## src/bst_pkg.sv

```systemverilog
// Shared constants, state encoding and carriers of the boundary-scan port.
// Assumes a single core clock domain; test pins arrive from outside it.
package bst_pkg;

    // ----------------------------------------------------------------
    // Register sizes
    // ----------------------------------------------------------------
    localparam int IR_W = 8;
    localparam int BSR_W = 113;
    localparam int ID_W = 32;

    // ----------------------------------------------------------------
    // Instruction codes
    // ----------------------------------------------------------------
    localparam logic [IR_W-1:0] OP_EXTEST = 8'h00;
    localparam logic [IR_W-1:0] OP_SAMPLE = 8'h05;
    localparam logic [IR_W-1:0] OP_BYPASS = 8'hff;
    localparam logic [IR_W-1:0] OP_IDCODE = 8'h21;
    localparam logic [IR_W-1:0] OP_CLAMP = 8'h07;
    localparam logic [IR_W-1:0] OP_HIGHZ = 8'h03;
    // Pattern loaded into the instruction stage on capture
    localparam logic [IR_W-1:0] IR_CAPTURE_VAL = 8'h01;

    // ----------------------------------------------------------------
    // Identification code fields (values arbitrary, not a real part)
    // ----------------------------------------------------------------
    localparam logic [3:0] ID_REV_DEF = 4'h1;
    localparam logic [15:0] ID_PART_DEF = 16'h0123;
    localparam logic [10:0] ID_MAKER_DEF = 11'h055;
    localparam logic ID_PRESENT = 1'b1;

    // ----------------------------------------------------------------
    // Controller states, one-hot
    // ----------------------------------------------------------------
    typedef enum logic [15:0] {
        ST_TLR = 16'h0001,
        ST_RTI = 16'h0002,
        ST_SEL_DR = 16'h0004,
        ST_CAP_DR = 16'h0008,
        ST_SH_DR = 16'h0010,
        ST_EX1_DR = 16'h0020,
        ST_PAU_DR = 16'h0040,
        ST_EX2_DR = 16'h0080,
        ST_UPD_DR = 16'h0100,
        ST_SEL_IR = 16'h0200,
        ST_CAP_IR = 16'h0400,
        ST_SH_IR = 16'h0800,
        ST_EX1_IR = 16'h1000,
        ST_PAU_IR = 16'h2000,
        ST_EX2_IR = 16'h4000,
        ST_UPD_IR = 16'h8000
    } bst_state_type;

    // ----------------------------------------------------------------
    // Carriers
    // ----------------------------------------------------------------
    typedef struct packed {
        logic tck;
        logic tms;
        logic tdi;
    } bst_pins_type;

    typedef struct packed {
        logic test_drive;
        logic force_hiz;
    } bst_mode_type;

endpackage

```

## src/bst_sync.sv

```systemverilog
// Two-stage synchroniser for a bus of independent levels.
// Assumes each bit is a quasi-static level or a slow test signal.
`timescale 1ns/10ps
`default_nettype none
module bst_sync #(
    parameter int W = 1
) (
    input wire logic clk,
    input wire logic rst_n,
    input wire logic ce,
    input wire logic [W-1:0] d,
    output logic [W-1:0] q
);
    logic [W-1:0] meta_r;
    logic [W-1:0] sync_r;

    // ----------------------------------------------------------------
    // Capture chain; first stage feeds only the second
    // ----------------------------------------------------------------
    always_ff @(posedge clk or negedge rst_n) begin
        if (!rst_n) begin
            meta_r <= '0;
            sync_r <= '0;
        end else if (ce) begin
            meta_r <= d;
            sync_r <= meta_r;
        end
    end

    assign q = sync_r;
endmodule
`default_nettype wire

```

## src/bst_fsm.sv

```systemverilog
// Sixteen-state test controller, stepped once per sampled test clock rise.
// Assumes step is a one-cycle pulse on the core clock.
`timescale 1ns/10ps
`default_nettype none
module bst_fsm (
    input wire logic clk,
    input wire logic rst_n,
    input wire logic ce,
    input wire logic step,
    input wire logic tms,
    output bst_pkg::bst_state_type state
);
    import bst_pkg::*;

    bst_state_type state_r;
    bst_state_type state_nxt;

    // ----------------------------------------------------------------
    // Next state; five high mode-select steps reach reset from anywhere
    // ----------------------------------------------------------------
    always_comb begin
        case (state_r)
            ST_TLR: state_nxt = tms ? ST_TLR : ST_RTI;
            ST_RTI: state_nxt = tms ? ST_SEL_DR : ST_RTI;
            ST_SEL_DR: state_nxt = tms ? ST_SEL_IR : ST_CAP_DR;
            ST_CAP_DR: state_nxt = tms ? ST_EX1_DR : ST_SH_DR;
            ST_SH_DR: state_nxt = tms ? ST_EX1_DR : ST_SH_DR;
            ST_EX1_DR: state_nxt = tms ? ST_UPD_DR : ST_PAU_DR;
            ST_PAU_DR: state_nxt = tms ? ST_EX2_DR : ST_PAU_DR;
            ST_EX2_DR: state_nxt = tms ? ST_UPD_DR : ST_SH_DR;
            ST_UPD_DR: state_nxt = tms ? ST_SEL_DR : ST_RTI;
            ST_SEL_IR: state_nxt = tms ? ST_TLR : ST_CAP_IR;
            ST_CAP_IR: state_nxt = tms ? ST_EX1_IR : ST_SH_IR;
            ST_SH_IR: state_nxt = tms ? ST_EX1_IR : ST_SH_IR;
            ST_EX1_IR: state_nxt = tms ? ST_UPD_IR : ST_PAU_IR;
            ST_PAU_IR: state_nxt = tms ? ST_EX2_IR : ST_PAU_IR;
            ST_EX2_IR: state_nxt = tms ? ST_UPD_IR : ST_SH_IR;
            ST_UPD_IR: state_nxt = tms ? ST_SEL_DR : ST_RTI;
            default: state_nxt = ST_TLR;
        endcase
    end

    // ----------------------------------------------------------------
    // State register, reset to test-logic reset
    // ----------------------------------------------------------------
    always_ff @(posedge clk or negedge rst_n) begin
        if (!rst_n) begin
            state_r <= ST_TLR;
        end else if (ce && step) begin
            state_r <= state_nxt;
        end
    end

    assign state = state_r;
endmodule
`default_nettype wire

```

## src/bst_tap_top.sv

```systemverilog
// Boundary-scan test access port of a separate-I/O memory device.
// Assumes core_clk is much faster than the test clock, which is sampled.
// Ring inputs come from pads; functional outputs come from core logic.
//
// Overview of operation
// - Mode select and data-in taken at test clock rise; data-out at fall.
// - Serial data-in enters the most significant bit of the selected path.
// - Data-out shows the least significant bit; paths shift toward it.
// - Data-out driver enabled only in Shift-IR and Shift-DR.
// - Five rising edges with mode select high reach test-logic reset.
// - Test reset never disturbs normal memory operation.
// - Power-up resets the port internally; data-out starts undriven.
// - Exactly one scan path is connected, chosen by active instruction.
// - Active instruction changes only in Update-IR and Test-Logic-Reset, never while shifting.
// - Capture-IR loads pattern 01 into the two lowest bits.
// - Instruction 8 bits, boundary chain 113 bits, identity 32 bits.
// - Bypass is one bit, cleared when the bypass path is captured.
// - Capture-DR loads ring contents; Shift-DR shifts the chain.
// - Identity instruction captures the fixed code and shifts it out.
// - Identity instruction is active after power-up and test reset.
// - EXTEST drives preloaded outputs from Update-IR, captures inputs.
// - High-Z selects bypass and floats every memory output.
// - CLAMP drives output balls from the held boundary values.
// - SAMPLE/PRELOAD captures all input balls, outputs untouched.
// - Codes: EXTEST 00, SAMPLE/PRELOAD 05, BYPASS ff.
// - Codes: identity 21, CLAMP 07, High-Z 03.
// - CLAMP connects the one-bit bypass path.
// - Identity code bit zero always reads one.
`timescale 1ns/10ps
`default_nettype none
module bst_tap_top #(
    parameter logic [3:0] ID_REV = bst_pkg::ID_REV_DEF,
    parameter logic [15:0] ID_PART = bst_pkg::ID_PART_DEF,
    parameter logic [10:0] ID_MAKER = bst_pkg::ID_MAKER_DEF
) (
    input wire logic core_clk,
    input wire logic rstn,
    input wire logic ce,
    input wire bst_pkg::bst_pins_type tap_pins,
    output logic tdo,
    output logic tdo_oe,
    input wire logic [bst_pkg::BSR_W-1:0] ring_in,
    input wire logic [bst_pkg::BSR_W-1:0] func_out,
    output logic [bst_pkg::BSR_W-1:0] ring_out,
    output bst_pkg::bst_mode_type ring_mode,
    output logic [bst_pkg::IR_W-1:0] ir_active
);
    import bst_pkg::*;

    // ----------------------------------------------------------------
    // Reset release
    // ----------------------------------------------------------------
    logic rst_meta_r;
    logic rst_sync_r;
    logic rst_n;

    // Async assert, sync release; a glitchy release would split state
    always_ff @(posedge core_clk or negedge rstn) begin
        if (!rstn) begin
            rst_meta_r <= 1'b0;
            rst_sync_r <= 1'b0;
        end else begin
            rst_meta_r <= 1'b1;
            rst_sync_r <= rst_meta_r;
        end
    end

    assign rst_n = rst_sync_r;

    // ----------------------------------------------------------------
    // Pin sampling and test clock edges
    // ----------------------------------------------------------------
    logic [2:0] pins_w;
    bst_pins_type pins_s;
    logic tck_prev_r;
    logic tck_rise;
    logic tck_fall;

    bst_sync #(
        .W(3)
    ) u_pin_sync (
        .clk(core_clk),
        .rst_n(rst_n),
        .ce(ce),
        .d(tap_pins),
        .q(pins_w)
    );

    assign pins_s = pins_w;

    // Previous sampled clock level for edge finding
    always_ff @(posedge core_clk or negedge rst_n) begin
        if (!rst_n) begin
            tck_prev_r <= 1'b0;
        end else if (ce) begin
            tck_prev_r <= pins_s.tck;
        end
    end

    // Edge strobes; mode select and data-in share the same delay
    assign tck_rise = pins_s.tck & ~tck_prev_r;
    assign tck_fall = ~pins_s.tck & tck_prev_r;

    // ----------------------------------------------------------------
    // Ring input sampling
    // ----------------------------------------------------------------
    logic [BSR_W-1:0] ring_in_s;

    // Pads may move during capture; synchronising keeps the value clean
    bst_sync #(
        .W(BSR_W)
    ) u_ring_sync (
        .clk(core_clk),
        .rst_n(rst_n),
        .ce(ce),
        .d(ring_in),
        .q(ring_in_s)
    );

    // ----------------------------------------------------------------
    // Controller
    // ----------------------------------------------------------------
    bst_state_type state;

    bst_fsm u_fsm (
        .clk(core_clk),
        .rst_n(rst_n),
        .ce(ce),
        .step(tck_rise),
        .tms(pins_s.tms),
        .state(state)
    );

    // State decodes
    logic in_tlr;
    logic cap_ir;
    logic sh_ir;
    logic upd_ir;
    logic cap_dr;
    logic sh_dr;
    logic upd_dr;

    assign in_tlr = (state == ST_TLR);
    assign cap_ir = (state == ST_CAP_IR);
    assign sh_ir = (state == ST_SH_IR);
    assign upd_ir = (state == ST_UPD_IR);
    assign cap_dr = (state == ST_CAP_DR);
    assign sh_dr = (state == ST_SH_DR);
    assign upd_dr = (state == ST_UPD_DR);

    // ----------------------------------------------------------------
    // Instruction stage and active instruction
    // ----------------------------------------------------------------
    logic [IR_W-1:0] ir_sh_r;
    logic [IR_W-1:0] ir_r;

    // Shift stage: capture pattern, then shift toward bit zero
    always_ff @(posedge core_clk or negedge rst_n) begin
        if (!rst_n) begin
            ir_sh_r <= IR_CAPTURE_VAL;
        end else if (ce && tck_rise) begin
            if (cap_ir) begin
                ir_sh_r <= IR_CAPTURE_VAL;
            end else if (sh_ir) begin
                ir_sh_r <= {pins_s.tdi, ir_sh_r[IR_W-1:1]};
            end
        end
    end

    // Active instruction only moves on update or test-logic reset; shifting leaves it alone
    // Test-logic reset loads it at once, not a test clock period late
    always_ff @(posedge core_clk or negedge rst_n) begin
        if (!rst_n) begin
            ir_r <= OP_IDCODE;
        end else if (ce) begin
            if (in_tlr) begin
                ir_r <= OP_IDCODE;
            end else if (tck_rise && upd_ir) begin
                ir_r <= ir_sh_r;
            end
        end
    end

    assign ir_active = ir_r;

    // ----------------------------------------------------------------
    // Instruction decode
    // ----------------------------------------------------------------
    logic op_extest;
    logic op_sample;
    logic op_idcode;
    logic op_clamp;
    logic op_highz;
    logic sel_bsr;
    logic sel_id;
    logic sel_byp;

    assign op_extest = (ir_r == OP_EXTEST);
    assign op_sample = (ir_r == OP_SAMPLE);
    assign op_idcode = (ir_r == OP_IDCODE);
    assign op_clamp = (ir_r == OP_CLAMP);
    assign op_highz = (ir_r == OP_HIGHZ);

    // One path only; bypass also takes reserved codes so the chain holds
    assign sel_bsr = op_extest | op_sample;
    assign sel_id = op_idcode;
    assign sel_byp = ~sel_bsr & ~sel_id;

    // Shift strobes; one core cycle per sampled rise, gated by path
    logic step_en;
    logic byp_step;
    logic id_step;
    logic bsr_step;

    assign step_en = ce & tck_rise;
    assign byp_step = step_en & sel_byp;
    assign id_step = step_en & sel_id;
    assign bsr_step = step_en & sel_bsr;

    // ----------------------------------------------------------------
    // Data registers
    // ----------------------------------------------------------------
    logic byp_r;
    logic [ID_W-1:0] id_sh_r;
    logic [BSR_W-1:0] bsr_r;
    logic [BSR_W-1:0] bsr_upd_r;
    logic [ID_W-1:0] id_code;

    // Fixed identity word; presence bit forced to one
    assign id_code = {ID_REV, ID_PART, ID_MAKER, ID_PRESENT};

    // Single-bit bypass, cleared on capture of the bypass path
    always_ff @(posedge core_clk or negedge rst_n) begin
        if (!rst_n) begin
            byp_r <= 1'b0;
        end else if (byp_step) begin
            if (cap_dr) begin
                byp_r <= 1'b0;
            end else if (sh_dr) begin
                byp_r <= pins_s.tdi;
            end
        end
    end

    // Identity shift stage
    always_ff @(posedge core_clk or negedge rst_n) begin
        if (!rst_n) begin
            id_sh_r <= '0;
        end else if (id_step) begin
            if (cap_dr) begin
                id_sh_r <= id_code;
            end else if (sh_dr) begin
                id_sh_r <= {pins_s.tdi, id_sh_r[ID_W-1:1]};
            end
        end
    end

    // Boundary chain: capture ring, shift one cell per ball
    always_ff @(posedge core_clk or negedge rst_n) begin
        if (!rst_n) begin
            bsr_r <= '0;
        end else if (bsr_step) begin
            if (cap_dr) begin
                bsr_r <= ring_in_s;
            end else if (sh_dr) begin
                bsr_r <= {pins_s.tdi, bsr_r[BSR_W-1:1]};
            end
        end
    end

    // Held values: preload lands here and feeds the output cells
    always_ff @(posedge core_clk or negedge rst_n) begin
        if (!rst_n) begin
            bsr_upd_r <= '0;
        end else if (bsr_step && upd_dr) begin
            bsr_upd_r <= bsr_r;
        end
    end

    // ----------------------------------------------------------------
    // Serial output
    // ----------------------------------------------------------------
    logic dr_lsb;
    logic tdo_nxt;
    logic tdo_r;
    logic tdo_oe_r;

    assign dr_lsb = sel_bsr ? bsr_r[0] : (sel_id ? id_sh_r[0] : byp_r);
    assign tdo_nxt = sh_ir ? ir_sh_r[0] : dr_lsb;

    // Updated on the falling edge only, half a period after the shift
    always_ff @(posedge core_clk or negedge rst_n) begin
        if (!rst_n) begin
            tdo_r <= 1'b0;
            tdo_oe_r <= 1'b0;
        end else if (ce && tck_fall) begin
            tdo_r <= tdo_nxt;
            tdo_oe_r <= sh_ir | sh_dr;
        end
    end

    assign tdo = tdo_r;
    assign tdo_oe = tdo_oe_r;

    // ----------------------------------------------------------------
    // Ball control
    // ----------------------------------------------------------------
    bst_mode_type mode_r;
    bst_mode_type mode_nxt;
    logic [BSR_W-1:0] ring_out_r;
    logic [BSR_W-1:0] ring_out_nxt;

    logic drive_test;
    logic float_outs;

    // Test drive follows the active instruction, so it starts at update
    assign drive_test = op_extest | op_clamp;
    assign float_outs = op_highz;
    // One assignment for the whole carrier keeps a single driver
    assign mode_nxt = '{test_drive: drive_test, force_hiz: float_outs};
    // Sample, identity and bypass pass core values through untouched
    assign ring_out_nxt = drive_test ? bsr_upd_r : func_out;

    // Reset mode is functional, so a test reset never upsets the memory
    always_ff @(posedge core_clk or negedge rst_n) begin
        if (!rst_n) begin
            mode_r <= '0;
            ring_out_r <= '0;
        end else if (ce) begin
            mode_r <= mode_nxt;
            ring_out_r <= ring_out_nxt;
        end
    end

    assign ring_mode = mode_r;
    assign ring_out = ring_out_r;
endmodule
`default_nettype wire

```

## config.mk

```make
export PLATFORM = sky130hd
export DESIGN_NAME = bst_tap_top
export DESIGN_NICKNAME = d
export VERILOG_FILES = /design/src/bst_pkg.sv /design/src/bst_sync.sv /design/src/bst_fsm.sv /design/src/bst_tap_top.sv
export SDC_FILE = /design/constraint.sdc
export NUM_CORES = 1
export LEC_CHECK = 0
export BUFFER_PORTS_ARGS = -buffer_cell sky130_fd_sc_hd__buf_4
export CORE_ASPECT_RATIO = 0.7
export CORE_MARGIN = 1
export CORE_UTILIZATION = 52
export CTS_BUF_LIST = sky130_fd_sc_hd__clkbuf_16
export DETAILED_ROUTE_END_ITERATION = 6
export GPL_TIMING_DRIVEN = 0
export MAX_ROUTING_LAYER = met4
export PLACE_DENSITY = 0.85
export SYNTH_ARGS = -nofsm -noshare
export SYNTH_HDL_FRONTEND = slang
export SYNTH_SLANG_ARGS = --single-unit
```

## constraint.sdc

```tcl
create_clock -name core_clk -period 18 [get_ports core_clk]
set_input_delay 3.6 -clock core_clk [delete_from_list [all_inputs] [get_ports core_clk]]
set_output_delay 3.6 -clock core_clk [all_outputs]
set_load 0.005 [all_outputs]
```

Word-level counts from Yosys, hierarchy flattened. Cells that the tools add are included. Widths: inputs -> output; s select.

Bits in registers: 643. Bits in latches: 0. Memory bits (writable): 0. Bits in read-only memories: 0. Input bits: 232. Word-level logic and storage cells: 96. Memories: 0.

$add $sub $neg: 0. Multipliers: 0. Div/mod/pow operators: 0. Order comparisons: 0. Equal/unequal tests: 20. Shifts and indexed selects: 0. Multiplexer cells: 27. Bitwise operators: 14. Reductions and logical operators: 16.

Operators with widths (count): $mux 113 (3); $pmux 16 s12 (1); $mux 32 (2); $mux 8 (5); $mux 16 (2); $mux 9 (2); $eq 16x1->1 const B (1); $eq 16x10->1 const B (1); $eq 16x11->1 const B (1); $eq 16x12->1 const B (1); $eq 16x13->1 const B (1); $eq 16x14->1 const B (1); $eq 16x15->1 const B (1); $eq 16x16->1 const B (1); $eq 16x2->1 const B (1); $eq 16x3->1 const B (1); $eq 16x4->1 const B (1); $eq 16x5->1 const B (1); $eq 16x6->1 const B (1); $eq 16x7->1 const B (1); $eq 16x8->1 const B (1); $eq 16x9->1 const B (1); $eq 8x3->1 const B (2); $mux 15 (1); other kinds (18) (43).

Logic depth before layout (Yosys ltp).
Word-level depth: 6. Gate-level depth with buffers: 10. Mapped depth without buffers: 6.

Cells and area by module. Synthesis repeated with hierarchy kept, for this count alone.

Cell total of the unflattened synthesis: 2116. Area, all modules: 27674.0 µm².

Modules (own cells, without submodules): bst_tap_top (times used 1, cells an instance 1503, area each 17391.7 µm², sequential area each 9888.2 µm²); bst_sync (u_ring_sync) (times used 1, cells an instance 477, area each 8957.3 µm², sequential area each 5655.4 µm²); bst_fsm (times used 1, cells an instance 123, area each 1073.5 µm², sequential area each 401.6 µm²); bst_sync (u_pin_sync) (times used 1, cells an instance 13, area each 251.5 µm², sequential area each 150.1 µm²).

Least setup slack after synthesis. OpenSTA, ideal clock, no wires.

Path kind: in2reg. Start: input port ce. End: register ir_r[1], in the netlist ir_active[1]. Arrival time: 5132 ps. Path slack: 12747 ps. Cell stages on the path: 8. Path through: clkbuf_1 nand2_1 nor2_1 clkbuf_1 nand3_1 nor2_1 a21oi_1 a22o_1.

Word-level cells in the longest chain between the ends: 1.

Ends and longest elaborated chain: start: declaration (RTL line bst_tap_top.sv:38) `input wire logic ce,`; $reduce_and 2->1 (no source line); end signal: assignment (RTL line bst_tap_top.sv:179) `ir_r <= ir_sh_r;`; end: declaration (RTL line bst_tap_top.sv:155) `logic [IR_W-1:0] ir_r;`.

No other way between the ends. A chain may end at the register's enable or synchronous reset.

Final worst setup path.
Start: input port ce. End: register ring_out_r[53], in the netlist ring_out[53].

RTL lines: end signal: assignment (RTL line bst_tap_top.sv:331) `ring_out_r <= ring_out_nxt;`; end: declaration (RTL line bst_tap_top.sv:310) `logic [BSR_W-1:0] ring_out_r;`.

No word-level cell between the ends.

==> results.py <==
metrics = {
    "run_status": {
        "status": "finished, violations left",
        "violations": "capacitance limit",
    },
    "finish": {
        "final_common_cell": "dfrtp_1",
        "utilization_pct": 64.2,
        "final_cell_mix": "dfrtp_1 (638), buf_4 (360), nand2_1 (324), mux2_2 (275), nor2_1 (240)",
        "area_growth_syn_to_layout_pct": 21.2,
        "final_nets": 2873,
        "drive_above_1_share_pct": 29.3,
        "fillers": 3611,
    },
    "yosys": {
        "synth_area_per_cell_um2": 11.9,
        "synth_edf_count": 0,
        "ys_seq_area_share_pct": 61.3,
        "synthCells": 2217,
        "syn_nets": 2449,
        "synth_xor_area_share_pct": 0.200,
        "synth_mux_area_share_pct": 19.1,
        "ys_seq_elements": 643,
        "synth_fa_ha_area_share_pct": 0,
        "synth_ff_type": "dfrtp_1",
        "synth_top_family_by_area": "multiplexers",
        "yosysUniqueCellTypes": 51,
        "synthSimpleGateAreaFrac_pct": 9.97,
        "ys_async_sr_fraction_pct": 100,
        "synth_compound_area_share_pct": 6.48,
        "ys_warn_count": 0,
        "syn-cell-area_um2": 26300,
    },
    "detailed_routing": {
        "drtPass1Iterations": 5,
        "routed_wl_mm": 69.2,
        "vias": 19000,
        "ant_nets": 0,
        "wl_per_cell_um": 20.6,
        "drtIter0Drc": 1760,
        "route.detailed.drc": 0,
        "viasPerCell": 5.65,
    },
    "timing": {
        "hold_viol": 0,
        "fin_worst_skew_ns": 0.0303,
        "setup_ws_ns": 11.95,
        "setup_tns_ns": 0,
        "worst_pin_slew_ns": 1.49,
        "rsz0062_at_grt": "false",
        "slew_viol_final": 0,
        "slew_headroom_pct": 0.746,
        "period_needed_ns": 6.05,
        "period_share_pct": 33.6,
        "setup_violations": 0,
        "timing.fmax_mhz": 165,
    },
    "pwr": {
        "power_frac_clock_pct": 38.9,
        "seq_power_share_pct": 52.0,
        "total_power_w": 0.00308,
        "p_per_area_nw_per_um2": 96.6,
        "p_leak_nw": 14.4,
        "switchingPower_w": 0.000745,
        "ir_drop_uv": 76.0,
        "intPower_w": 0.00233,
        "combPwrFrac_pct": 9.2,
        "p_sw_share_pct": 24.2,
    },
    "clock_tree": {
        "cts_tree": "built",
        "numCtsBuffers": 58,
        "clk_pin_slew_ns": 0.06,
        "clk_latency_ns": 0.62,
        "clk_path_buf_depth": 3,
        "htreeDepth": 2,
        "numClockSinks": 643,
        "clock-root-buffer": "clkbuf_16",
        "post-cts-setup-buffers": 0,
        "hold_buffers": 0,
        "cts_resized": 0,
    },
    "grt": {
        "grt_max_degree": 77,
        "track_usage_pct": 28.0,
        "grt.overflow.total": 0,
        "grt_pass1_wl_mm": 109,
        "antenna_found_initial": 9,
        "grt_pass1_vias": 19300,
    },
    "worst_setup_path": {
        "cp_max_fo": 10,
        "end_kind": "register",
        "reg2reg_slack_ns": 14.28,
        "critPathArrivalTime_ns": 6.50,
        "rr_worst_depth": 8,
        "start_kind": "input port",
        "worstReg2RegStart": "u_fsm.state[8]$_DFFE_PN0P_",
        "criticalPathCategory": "in -> reg",
        "reg2reg_to": "bsr_r[86]$_DFFE_PN0P_",
        "required_ns": 18.45,
    },
    "place": {
        "hpwl_mm": 49.4,
        "gp_congestion": 0.942,
        "io_buffer_count": 355,
        "post-place-ws_ns": 11.36,
    },
    "floorplan": {
        "ioPinCount": 357,
        "dieHeight_um": 190,
        "die-area_um2": 51400,
        "core_area_um2": 49600,
        "rows": 68,
        "die_x_um": 271,
        "start_util_pct": 53.0,
    },
    "run": {
        "maxCapViolCount": 1,
    },
    "min_path": {
        "worst_hold_path_type": "reg -> async",
    },
}
==> cell type report <==
class / instances / area (um^2) / share of cell area, %
antenna: 10 / 25.0 / 0.0786
tap: 665 / 832 / 2.61
inverter: 16 / 60.1 / 0.189
multi-input combinational: 1404 / 9400 / 29.5
clock buffer: 58 / 1450 / 4.56
clock inverter: 49 / 359 / 1.13
buffer: 154 / 716 / 2.25
sequential: 643 / 16100 / 50.5
timing repair buffer: 364 / 2910 / 9.12
==> how the worst max path moves through the flow <==
stage / depth (start not counted) / to / slack [ns] / from
finish: 5 / ring_out[53]$_DFFE_PN0P_ / 11.95 / ce
global route: 5 / ring_out[53]$_DFFE_PN0P_ / 11.93 / ce
CTS: 5 / ring_out[53]$_DFFE_PN0P_ / 12.00 / ce
detailed placement: 5 / ring_out[53]$_DFFE_PN0P_ / 11.36 / ce
global placement: 0 / ring_out[96]$_DFFE_PN0P_ / 4.50 / rst_n$_DFF_PN0_
floorplan: 0 / bsr_r[0]$_DFFE_PN0P_ / 7.55 / rst_n$_DFF_PN0_
==> Yosys cell counts, types with 2 or more instances <==
cell type    n  area [um^2]
inv_1       16         60.1
clkbuf_1    85          319
o21ai_0     34          170
a2111oi_0    2         17.5
or4_1        3         22.5
and3_1       2         12.5
nor2_1     240          901
or3_1        4         25.0
nand2_1    324         1220
nand3b_1     2         15.0
dfrtp_1    639        16000
a31oi_1    114          713
a22o_1       6         52.6
xor2_1       3         26.3
o211ai_1     2         15.0
buf_2       47          235
a21oi_1    120          601
mux2_1      70          788
buf_4        5         37.5
nand3_1     29          145
nor3b_1      3         22.5
o31ai_1      2         15.0
mux2i_1    114         1140
buf_6        8         90.1
mux2_2     275         3100
nor4_2       3         37.5
o22ai_1      2         12.5
nor4_1       2         12.5
a22oi_1      4         30.0
nor3_1      10         50.1
nand4_1      8         50.1
buf_1        9         33.8
nor2b_1      3         18.8
dfstp_2      4          105
xnor2_1      3         26.3
nor4b_1      5         43.8
==> per-layer routing <==
layer	part of all wire, %	up-vias	GRT usage (%)	wire, um
li1	-	8534	-	-
met1	44	9687	38.4	30400
met4	3.3	0	10.2	2300
met2	47	621	42.0	32400
met5	0	-	-	0
met3	5.9	156	5.06	4050
==> through the flow <==
stage,hold WS [ns],area (um^2),std cells
6_report,0.347,31900,3363
5_1_grt,0.370,31800,3361
4_1_cts,0.350,31800,3353
3_5_place_dp,0.336,30000,3246
3_3_place_gp,0.336,29800,3237
2_1_floorplan,0.331,26300,2217
==> flip-flops by register name (all words and copies together), names as in the netlist, 8 cells and up <==
name / count
bsr_r: 113
ir_sh_r: 8
u_ring_sync.q: 113
u_ring_sync.meta_r: 113
bsr_upd_r: 113
ring_out: 113
id_sh_r: 32
ir_active: 8
u_fsm.state: 16
==> worst max-delay path, cell delays in order <==
cell and delay, ns:
clkbuf_1 0.26, clkbuf_1 0.87, clkbuf_1 0.98, clkbuf_1 0.60, a21oi_1 0.16
==> cells by family (layout without fill, tap and decap cells) <==
kind of cell,after synthesis,in the layout
simple gates,643,643
buf+inv,170,641
other cells,1,11
mux,459,459
xor+xnor,6,6
compound gates,295,295
flops,643,643
==> power groups by stage <==
stage | sequential [W] | combinational [W] | clock, W
floorplan | 0.00163 | 0.000132 | 0
global placement | 0.00164 | 0.000238 | 0
detailed placement | 0.00162 | 0.000280 | 0
CTS | 0.00160 | 0.000283 | 0.00121
global route | 0.00161 | 0.000307 | 0.00127
finish | 0.00160 | 0.000282 | 0.00120
No activity file was read; power rests on OpenSTA's default activity.
